File: src/logic/pio_pkg.sv
// constants, field layouts and carrier types of the programmable pin port
// assumes a 16-bit register file reached over classic wishbone, one word per register
package pio_pkg;

    // **********************************************************
    // geometry
    // **********************************************************
    localparam int PIN_COUNT = 48;
    localparam int REG_W     = 16;
    localparam int BANKS     = 3;
    localparam int ADDR_W    = 8;
    localparam int IRQ_PINS  = 8;
    localparam int ST_W      = 10;

    // **********************************************************
    // register byte offsets
    // **********************************************************
    localparam logic [7:0] OFS_FUNC   = 8'h00;
    localparam logic [7:0] OFS_DIR    = 8'h0c;
    localparam logic [7:0] OFS_PULL   = 8'h18;
    localparam logic [7:0] OFS_DOUT   = 8'h24;
    localparam logic [7:0] OFS_DIN    = 8'h30;
    localparam logic [7:0] OFS_CTRL   = 8'h3c;
    localparam logic [7:0] OFS_STATUS = 8'h40;
    localparam logic [7:0] OFS_MASK   = 8'h44;

    // **********************************************************
    // field positions
    // **********************************************************
    localparam int CTRL_PWD_EN     = 0;
    localparam int CTRL_EXT_IRQ_SEVEN_SHARE = 1;
    localparam int ST_PWD_INV      = 8;
    localparam int ST_PWD_TRUE     = 9;

    // **********************************************************
    // pin roles
    // **********************************************************
    localparam int PWD_PIN  = 6;
    localparam int EXT_IRQ_SEVEN_PIN = 7;
    localparam int TMR0_PIN = 27;
    localparam int TMR1_PIN = 0;
    localparam int IRQ_PIN [IRQ_PINS] = '{5, 15, 27, 29, 30, 33, 34, 35};
    localparam int SHARED_IRQ_CHANNEL = 14;

    // **********************************************************
    // reset values
    // **********************************************************
    localparam logic [PIN_COUNT-1:0] BUS_FUNC_PINS = 48'hff00_0000_0000;
    localparam logic [PIN_COUNT-1:0] FUNC_RST      = ~BUS_FUNC_PINS;
    localparam logic [PIN_COUNT-1:0] DIR_RST       = 48'hffff_ffff_ffff;
    localparam logic [PIN_COUNT-1:0] PULL_RST      = 48'hffff_ffff_ffff;
    localparam logic [PIN_COUNT-1:0] DOUT_RST      = 48'h0000_0000_0000;
    localparam logic [1:0]           CTRL_RST      = 2'h0;
    localparam logic [ST_W-1:0]      ST_RST        = 10'h000;

    // **********************************************************
    // carriers
    // **********************************************************
    typedef struct packed {
        logic pio_en;
        logic dir_in;
        logic pull_up;
        logic dout;
    } pin_cfg_t;

    typedef struct packed {
        logic out;
        logic oe;
        logic pu_en;
        logic pd_en;
    } pad_drv_t;

    typedef struct packed {
        logic tmr0_level;
        logic tmr1_level;
        logic tmr0_tick;
        logic tmr1_tick;
    } timer_feed_t;

endpackage : pio_pkg

File: src/logic/pin_sync.sv
// three-flop input synchroniser with agreement filter, one lane per pin
// assumes inputs are asynchronous to clk_i
`timescale 1ns/100ps
`default_nettype none

module pin_sync
#(
    parameter int WIDTH = 48,
    parameter logic [WIDTH-1:0] INIT = '1
)
(
    // clock and reset
    input  wire logic             clk_i,
    input  wire logic             rst_i,
    // pins and result
    input  wire logic [WIDTH-1:0] async_i,
    output logic      [WIDTH-1:0] sync_o
);

    // **********************************************************
    // per-lane chain
    // **********************************************************
    genvar g;
    generate
        for (g = 0; g < WIDTH; g++)
        begin : g_lane
            logic s1;
            logic s2;
            logic s3;
            wire  agree = (s2 == s3);
            // first stage feeds only the second: metastability guard
            always_ff @(posedge clk_i)
            begin
                if (rst_i)
                begin
                    s1        <= INIT[g];
                    s2        <= INIT[g];
                    s3        <= INIT[g];
                    sync_o[g] <= INIT[g];
                end
                else
                begin
                    s1 <= async_i[g];
                    s2 <= s1;
                    s3 <= s2;
                    if (agree)
                        sync_o[g] <= s3;
                end
            end
        end
    endgenerate

endmodule // pin_sync

`default_nettype wire

File: src/logic/pin_cell.sv
// pad steering for one shared pin: programmable i/o or alternate function
// assumes the pad ring resolves out/oe and applies the weak pull enables
`timescale 1ns/100ps
`default_nettype none

module pin_cell
    import pio_pkg::*;
(
    // configuration
    input  wire pio_pkg::pin_cfg_t cfg_i,
    // alternate function drive
    input  wire logic              alt_out_i,
    input  wire logic              alt_oe_i,
    // pad
    output pio_pkg::pad_drv_t      drv_o
);

    // **********************************************************
    // steering
    // **********************************************************
    wire pio_in  = cfg_i.pio_en & cfg_i.dir_in;
    wire pio_out = cfg_i.pio_en & ~cfg_i.dir_in;

    // pulls only act on pio inputs so an output never fights its own pull
    assign drv_o.out   = cfg_i.pio_en ? cfg_i.dout : alt_out_i;
    assign drv_o.oe    = cfg_i.pio_en ? pio_out : alt_oe_i;
    assign drv_o.pu_en = pio_in & cfg_i.pull_up;
    assign drv_o.pd_en = pio_in & ~cfg_i.pull_up;

endmodule // pin_cell

`default_nettype wire

File: src/logic/pio_port.sv
// programmable pin port with pulse-width demodulator routing and pin interrupts
// assumes a classic wishbone master on clk_i, pad ring outside, timers and
// interrupt controller consuming the level and tick outputs
//
// Function
// - per pin function, direction, pull select
// - reset leaves most pins pio inputs pulled up
// - eight pins interrupt on shared channel 14
// - bus control pins reset to bus function
// - demod true drives timer 0, int 8
// - demod inverted drives timer 1, extra irq
// - timer pins free as pio, else ignored
// - extra irq uses ext int 7 channel
// - timer inputs clock or control their timers
// - timer inputs synchronised, count each rising edge
// - timer input held high when pin is pio
//
// Implementation choices: the placing of the registers and the Wishbone register port.
`timescale 1ns/100ps
`default_nettype none

module pio_port
    import pio_pkg::*;
#(
    parameter int                    PINS      = pio_pkg::PIN_COUNT,
    parameter logic [PIN_COUNT-1:0]  FUNC_INIT = pio_pkg::FUNC_RST
)
(
    // clock and reset
    input  wire logic                        clk_i,
    input  wire logic                        rst_i,
    // wishbone slave
    input  wire logic                        cyc_i,
    input  wire logic                        stb_i,
    input  wire logic                        we_i,
    input  wire logic [pio_pkg::ADDR_W-1:0]  adr_i,
    input  wire logic [1:0]                  sel_i,
    input  wire logic [pio_pkg::REG_W-1:0]   dat_i,
    output logic      [pio_pkg::REG_W-1:0]   dat_o,
    output logic                             ack_o,
    // pads
    input  wire logic [PINS-1:0]             pad_in_i,
    output logic      [PINS-1:0]             pad_out_o,
    output logic      [PINS-1:0]             pad_oe_o,
    output logic      [PINS-1:0]             pad_pu_o,
    output logic      [PINS-1:0]             pad_pd_o,
    // alternate functions
    input  wire logic [PINS-1:0]             alt_out_i,
    input  wire logic [PINS-1:0]             alt_oe_i,
    output logic      [PINS-1:0]             alt_in_o,
    // timers
    output pio_pkg::timer_feed_t             timer_o,
    // interrupt controller
    output logic                             ext_irq_eight_o,
    output logic                             ext_irq_seven_o,
    output logic                             shared_irq_o,
    output logic                             irq_o
);

    // **********************************************************
    // registers
    // **********************************************************
    logic [PINS-1:0]  pio_en;
    logic [PINS-1:0]  dir_in;
    logic [PINS-1:0]  pull_up;
    logic [PINS-1:0]  dout;
    logic [1:0]       ctrl;
    logic [ST_W-1:0]  status;
    logic [ST_W-1:0]  mask;
    logic [PINS-1:0]  pin_sync_q;
    logic [PINS-1:0]  pin_prev;
    logic             pwd_prev;
    logic             tmr0_prev;
    logic             tmr1_prev;

    // **********************************************************
    // bus decode
    // **********************************************************
    wire              req      = cyc_i & stb_i & ~ack_o;
    wire              wr       = req & we_i;
    wire [7:0]        adr      = adr_i;
    wire [REG_W-1:0]  bmask    = {{8{sel_i[1]}}, {8{sel_i[0]}}};
    wire              hit_ctrl = (adr == OFS_CTRL);
    wire              hit_st   = (adr == OFS_STATUS);
    wire              hit_mask = (adr == OFS_MASK);

    logic [BANKS-1:0] hit_func;
    logic [BANKS-1:0] hit_dir;
    logic [BANKS-1:0] hit_pull;
    logic [BANKS-1:0] hit_dout;
    logic [BANKS-1:0] hit_din;

    genvar b;
    generate
        for (b = 0; b < BANKS; b++)
        begin : g_dec
            localparam logic [7:0] STEP = 8'(4 * b);
            assign hit_func[b] = (adr == OFS_FUNC + STEP);
            assign hit_dir[b]  = (adr == OFS_DIR  + STEP);
            assign hit_pull[b] = (adr == OFS_PULL + STEP);
            assign hit_dout[b] = (adr == OFS_DOUT + STEP);
            assign hit_din[b]  = (adr == OFS_DIN  + STEP);
        end
    endgenerate

    // **********************************************************
    // demodulator and timer routing
    // **********************************************************
    wire pwd_en     = ctrl[CTRL_PWD_EN];
    wire ext_irq_seven_share = ctrl[CTRL_EXT_IRQ_SEVEN_SHARE];
    // synchronised pin stands in for the schmitt path
    wire pwd_level  = pin_sync_q[PWD_PIN];

    // demod mode ignores the timer pins; pio use of a pin holds it high
    wire tmr0_pin   = pio_en[TMR0_PIN] ? 1'b1 : pin_sync_q[TMR0_PIN];
    wire tmr1_pin   = pio_en[TMR1_PIN] ? 1'b1 : pin_sync_q[TMR1_PIN];
    wire tmr0_level = pwd_en ? pwd_level : tmr0_pin;
    wire tmr1_level = pwd_en ? ~pwd_level : tmr1_pin;

    assign timer_o.tmr0_level = tmr0_level;
    assign timer_o.tmr1_level = tmr1_level;
    assign timer_o.tmr0_tick  = tmr0_level & ~tmr0_prev;
    assign timer_o.tmr1_tick  = tmr1_level & ~tmr1_prev;

    // **********************************************************
    // interrupt events
    // **********************************************************
    wire              pwd_rise = pwd_en & pwd_level & ~pwd_prev;
    wire              pwd_fall = pwd_en & ~pwd_level & pwd_prev;
    logic [ST_W-1:0]  event_set;

    genvar k;
    generate
        for (k = 0; k < IRQ_PINS; k++)
        begin : g_evt
            // only a pin in pio input mode may raise its interrupt
            assign event_set[k] = pio_en[IRQ_PIN[k]] & dir_in[IRQ_PIN[k]]
                                & pin_sync_q[IRQ_PIN[k]] & ~pin_prev[IRQ_PIN[k]];
        end
    endgenerate
    assign event_set[ST_PWD_INV]  = pwd_fall;
    assign event_set[ST_PWD_TRUE] = pwd_rise;

    wire [ST_W-1:0] pending   = status & mask;
    wire            pin_irq   = |pending[IRQ_PINS-1:0];
    wire            ext_irq_seven_pin  = ~pio_en[EXT_IRQ_SEVEN_PIN] & pin_sync_q[EXT_IRQ_SEVEN_PIN];
    wire            ext_irq_eight_pin  = ~pio_en[PWD_PIN] & pin_sync_q[PWD_PIN];

    // int 7 pin only reaches the shared channel when moved there
    assign shared_irq_o    = pin_irq | (ext_irq_seven_share & ext_irq_seven_pin);
    assign ext_irq_seven_o = pwd_en ? pending[ST_PWD_INV]
                                    : (~ext_irq_seven_share & ext_irq_seven_pin);
    assign ext_irq_eight_o = pwd_en ? pwd_level : ext_irq_eight_pin;
    assign irq_o           = |pending;

    // **********************************************************
    // pads
    // **********************************************************
    genvar p;
    generate
        for (p = 0; p < PINS; p++)
        begin : g_pin
            pin_cfg_t cfg;
            pad_drv_t drv;
            assign cfg.pio_en  = pio_en[p];
            assign cfg.dir_in  = dir_in[p];
            assign cfg.pull_up = pull_up[p];
            assign cfg.dout    = dout[p];
            pin_cell u_cell
            (
                .cfg_i     (cfg),
                .alt_out_i (alt_out_i[p]),
                .alt_oe_i  (alt_oe_i[p]),
                .drv_o     (drv)
            );
            assign pad_out_o[p] = drv.out;
            assign pad_oe_o[p]  = drv.oe;
            assign pad_pu_o[p]  = drv.pu_en;
            assign pad_pd_o[p]  = drv.pd_en;
        end
    endgenerate

    pin_sync
    #(
        .WIDTH (PINS),
        .INIT  ({PINS{1'b1}})
    )
    u_sync
    (
        .clk_i   (clk_i),
        .rst_i   (rst_i),
        .async_i (pad_in_i),
        .sync_o  (pin_sync_q)
    );

    assign alt_in_o = pin_sync_q;

    // **********************************************************
    // read mux
    // **********************************************************
    logic [REG_W-1:0] rd_data;

    always_comb
    begin
        rd_data = 16'h0000;
        for (int i = 0; i < BANKS; i++)
        begin
            if (hit_func[i])
                rd_data = pio_en[i*REG_W +: REG_W];
            if (hit_dir[i])
                rd_data = dir_in[i*REG_W +: REG_W];
            if (hit_pull[i])
                rd_data = pull_up[i*REG_W +: REG_W];
            if (hit_dout[i])
                rd_data = dout[i*REG_W +: REG_W];
            if (hit_din[i])
                rd_data = pin_sync_q[i*REG_W +: REG_W];
        end
        if (hit_ctrl)
            rd_data = {14'h0000, ctrl};
        if (hit_st)
            rd_data = {6'h00, status};
        if (hit_mask)
            rd_data = {6'h00, mask};
    end

    // **********************************************************
    // next values
    // **********************************************************
    logic [PINS-1:0] next_pio_en;
    logic [PINS-1:0] next_dir_in;
    logic [PINS-1:0] next_pull_up;
    logic [PINS-1:0] next_dout;

    generate
        for (b = 0; b < BANKS; b++)
        begin : g_wr
            wire [REG_W-1:0] wm = bmask & {REG_W{wr}};
            assign next_pio_en[b*REG_W +: REG_W] = hit_func[b]
                ? ((pio_en[b*REG_W +: REG_W] & ~wm) | (dat_i & wm))
                : pio_en[b*REG_W +: REG_W];
            assign next_dir_in[b*REG_W +: REG_W] = hit_dir[b]
                ? ((dir_in[b*REG_W +: REG_W] & ~wm) | (dat_i & wm))
                : dir_in[b*REG_W +: REG_W];
            assign next_pull_up[b*REG_W +: REG_W] = hit_pull[b]
                ? ((pull_up[b*REG_W +: REG_W] & ~wm) | (dat_i & wm))
                : pull_up[b*REG_W +: REG_W];
            assign next_dout[b*REG_W +: REG_W] = hit_dout[b]
                ? ((dout[b*REG_W +: REG_W] & ~wm) | (dat_i & wm))
                : dout[b*REG_W +: REG_W];
        end
    endgenerate

    wire [ST_W-1:0] wr_lo     = dat_i[ST_W-1:0] & bmask[ST_W-1:0] & {ST_W{wr}};
    wire [ST_W-1:0] st_clear  = hit_st ? wr_lo : '0;
    // a new event beats a write-one clear in the same cycle
    wire [ST_W-1:0] next_status = (status & ~st_clear) | event_set;
    wire [ST_W-1:0] next_mask   = (wr & hit_mask)
                                ? ((mask & ~bmask[ST_W-1:0]) | (dat_i[ST_W-1:0] & bmask[ST_W-1:0]))
                                : mask;
    wire [1:0]      next_ctrl   = (wr & hit_ctrl & sel_i[0]) ? dat_i[1:0] : ctrl;

    // **********************************************************
    // state
    // **********************************************************
    always_ff @(posedge clk_i)
    begin
        if (rst_i)
        begin
            pio_en  <= FUNC_INIT;
            dir_in  <= DIR_RST;
            pull_up <= PULL_RST;
            dout    <= DOUT_RST;
            ctrl    <= CTRL_RST;
            status  <= ST_RST;
            mask    <= ST_RST;
        end
        else
        begin
            pio_en  <= next_pio_en;
            dir_in  <= next_dir_in;
            pull_up <= next_pull_up;
            dout    <= next_dout;
            ctrl    <= next_ctrl;
            status  <= next_status;
            mask    <= next_mask;
        end
    end

    // edge history; reset high so no false edge fires after release
    always_ff @(posedge clk_i)
    begin
        if (rst_i)
        begin
            pin_prev  <= '1;
            pwd_prev  <= 1'b1;
            tmr0_prev <= 1'b1;
            tmr1_prev <= 1'b1;
        end
        else
        begin
            pin_prev  <= pin_sync_q;
            pwd_prev  <= pwd_level;
            tmr0_prev <= tmr0_level;
            tmr1_prev <= tmr1_level;
        end
    end

    // single wait state answer; unmapped reads return zero
    always_ff @(posedge clk_i)
    begin
        if (rst_i)
        begin
            ack_o <= 1'b0;
            dat_o <= 16'h0000;
        end
        else
        begin
            ack_o <= req;
            dat_o <= req ? rd_data : dat_o;
        end
    end

endmodule // pio_port

`default_nettype wire

File: config.mk
export PLATFORM = sky130hd
export DESIGN_NAME = pio_port
export DESIGN_NICKNAME = d
export VERILOG_FILES = /design/src/logic/pio_pkg.sv /design/src/logic/pin_sync.sv /design/src/logic/pin_cell.sv /design/src/logic/pio_port.sv
export SDC_FILE = /design/constraint.sdc
export NUM_CORES = 1
export LEC_CHECK = 0
export BUFFER_PORTS_ARGS = -buffer_cell sky130_fd_sc_hd__buf_2
export CAP_MARGIN = 20
export CORE_ASPECT_RATIO = 1.2
export CORE_MARGIN = 4
export CORE_UTILIZATION = 44
export CTS_CLUSTER_SIZE = 24
export DETAILED_ROUTE_END_ITERATION = 8
export GPL_TIMING_DRIVEN = 0
export HOLD_SLACK_MARGIN = 0.06
export PLACE_DENSITY = 0.73
export SETUP_SLACK_MARGIN = 0.15
export SLEW_MARGIN = 10
export SYNTH_ARGS = -nofsm -noshare
export SYNTH_HDL_FRONTEND = slang
export SYNTH_SLANG_ARGS = --single-unit
File: constraint.sdc
create_clock -name clk_i -period 2.8 [get_ports clk_i]
set_input_delay 0.14 -clock clk_i [delete_from_list [all_inputs] [get_ports clk_i]]
set_output_delay 0.14 -clock clk_i [all_outputs]
set_load 0.01 [all_outputs]
==> reports/metrics.yaml <==
synth_top_family_by_area: "simple AND/OR/NAND/NOR gates"
post_synth_xor_area_fraction: 0
num_rows: 84
finalCritPeriodShare: 0.9303
cts_buffers: 44
postRouteAntennaNets: 0
seqCellArea_um2: 8688
wire_per_inst_um: 26.89
cts.sinks: 434
crit_path_start: "adr_i[5]"
cp_max_fo: 10
setup_violations: 0
min-delay-path-class: "primary input to flip-flop"
p_leak_uw: 0.01072
pre_cts_slack_ns: -0.4597
ys_types: 74
ir_drop_uv: 435.3
antenna_found_initial: 4
maxCapViolCount: 0
io_pins: 440
syn_inst: 2296
arrival_ns: 3.00
hpwl_um: 69980
cts.path.max_buffers: 3
synthesis.area_um2: 19430
grt_max_degree: 15
slew_headroom: 0.2444
setup_ws_ns: 0.1951
rsz0062_at_grt: "false"
drc_errors: 0
required_ns: 3.20
mappedNetlistNets: 2471
tightest_slew_ns: 1.133
use_met1: 0.4590
fillers: 4034
max_freq_mhz: 383.9
drt_first_pass_iters: 6
core_um2: 43720
status: "complete, no violations"
die_area_um2: 47610
clk_latency_ns: 0.57
layout_commonest_cell: "buf_2"
drive_gt1_frac: 0.2737
design_power_total_uw: 13490
synthAdderAreaFrac: 0
layout_common_cells: "buf_2 (464), dfxtp_1 (434), nand2_1 (412), nor2_1 (170), or2_2 (158)"
port-buffer-count: 438
fin_nets: 3020
syn_avg_cell_area_um2: 8.464
initial_core_util: 0.4445
r2r_setup_slack_ns: 0.22
seq_area_frac_synth: 0.4471
worstSetupEndpointType: "flip-flop"
post_cts_buffers: 0
async_flop_share: 0
path_class: "primary input to flip-flop"
grtUsageMet3: 0.06962
place.gp.congestion: 1.030
htree_levels: 2
yosys_warnings: 0
hold_viol_final: 0
synth-simple-area-share: 0.2771
die_w_um: 199.9
grt_usage: 0.3676
areaGrowthSynthToFinish_pct: 26.17
grt_pass1_vias: 19289
root_buffer: "clkbuf_16"
clkTransAtPathRegs_ns: 0.06
skew_ns: 0.01332
r2r_start: "ack_o$_SDFF_PP0_"
synth_mux_area_frac: 0.06239
met2_usage: 0.6091
critPathLaunchType: "primary input"
fin_crit_ns: 2.605
synth_edf_count: 0
die_h_um: 238.2
synth_seq_cells: 434
hp-start: "stb_i"
synth_ff_type: "dfxtp_1"
busiest_layer: "met2"
synth-compound-area-share: 0.1706
multiInputGateArea_um2: 9941
drv_slew: 0
num_vias: 20495
cts_tree: "yes"
grt_pass1_wl_um: 129900
utilization: 0.5608
wl_um: 92420
viasPerCell: 5.963
grt_overflow: 0
first_iter_violations: 2211
p_per_area_nw_per_um2: 550.1
kinds of logic after synthesis:
family,after synthesis
and+or+nand+nor,1057
AOI/OAI and AO/OA,488
DFF,434
buffers and inverters,202
muxes,115
cell type report:
type	count	share of cell area
clock inverters	17	0.01082
multi-input cells	1660	0.4054
diodes	3	0.0003062
flip-flops and latches	434	0.3543
clock buffers	59	0.05047
well taps	559	0.02852
plain buffers	148	0.02592
repair buffers	503	0.1159
inverters	54	0.008267
routing by layer:
layer | share of wire | vias to the layer above | wire, µm
met2 | 0.47 | 1277 | 43180
met5 | 0.00024 | - | 22
met4 | 0.058 | 4 | 5381
met3 | 0.094 | 277 | 8673
li1 | - | 9064 | -
met1 | 0.38 | 9873 | 35160
Yosys cell counts (all sizes together) (3+ instances only):
master   instances  share of area
a2111oi          4         0.0018
a211o           56          0.025
a21o            11         0.0042
a21oi          157          0.040
a221o            7         0.0036
a221oi          23          0.010
a222oi           4         0.0021
a22o            20         0.0090
a22oi           29          0.011
a2bb2oi          3         0.0014
a31oi            5         0.0016
a41oi            3         0.0017
and2             3        0.00097
and3            50          0.016
buf             39          0.011
clkbuf         109          0.021
dfxtp          434           0.45
inv             54          0.010
mux2            49          0.028
mux2i           66          0.034
nand2          413          0.080
nand2b           5         0.0016
nand3           39          0.010
nand3b          83          0.032
nand4            6         0.0019
nand4b          11         0.0050
nor2           184          0.038
nor2b           60          0.019
nor3            20         0.0054
nor4b            5         0.0057
o2111ai          5         0.0023
o211ai          10         0.0039
o21ai           55          0.014
o21bai          48          0.019
o22a            12         0.0054
o22ai           19         0.0061
o41ai            3         0.0014
or2            160          0.052
or4              3         0.0014
or4b             4         0.0024
per-stage QoR:
| stage | cell area (µm²) | TNS [ns] | cells | hold slack, ns |
|---|---|---|---|---|
| 2_1_floorplan | 19430 | 0 | 2296 | 0.2438 |
| 3_3_place_gp | 22330 | -11.60 | 3293 | 0.3213 |
| 3_5_place_dp | 22330 | -10.94 | 3293 | 0.3249 |
| 4_1_cts | 24490 | 0 | 3434 | 0.1202 |
| 5_1_grt | 24520 | 0 | 3436 | 0.1334 |
| 6_report | 24520 | 0 | 3437 | 0.1498 |
critical path: stages:
cell and delay, ns:
clkbuf_2 0.21, buf_2 0.30, and4bb_2 0.40, clkbuf_1 0.70
nand2_1 0.30, o21ai_0 0.35, a21oi_1 0.10, o21ai_0 0.29
a41oi_1 0.19
path summary, 6_finish.rpt:
check / endpoint / cells after the start
hold reg to reg: u_sync.g_lane[9].s2$_SDFF_PP1_ / 1
setup / recovery: dat_o[13]$_SDFFE_PP0P_ / 9
hold / removal: ack_o$_SDFF_PP0_ / 3
setup reg to reg: flip-flop / 6
power by group:
group	internal (µW)	switching, µW	total (µW)
clock network	3660	2570	6230
logic	364	583	947
registers	6260	44.4	6310
total	10300	3200	13500
repair_timing:
item | 4_1_cts | 5_1_grt
endpoints found under the setup margin | 90 | 35
hold endpoints to repair | 102 | 0
hold buffers | 65 | 0
gates cloned | 0 | 0
gates resized for setup | 8 | 10
Note: power is estimated with default switching activity, not from simulation.
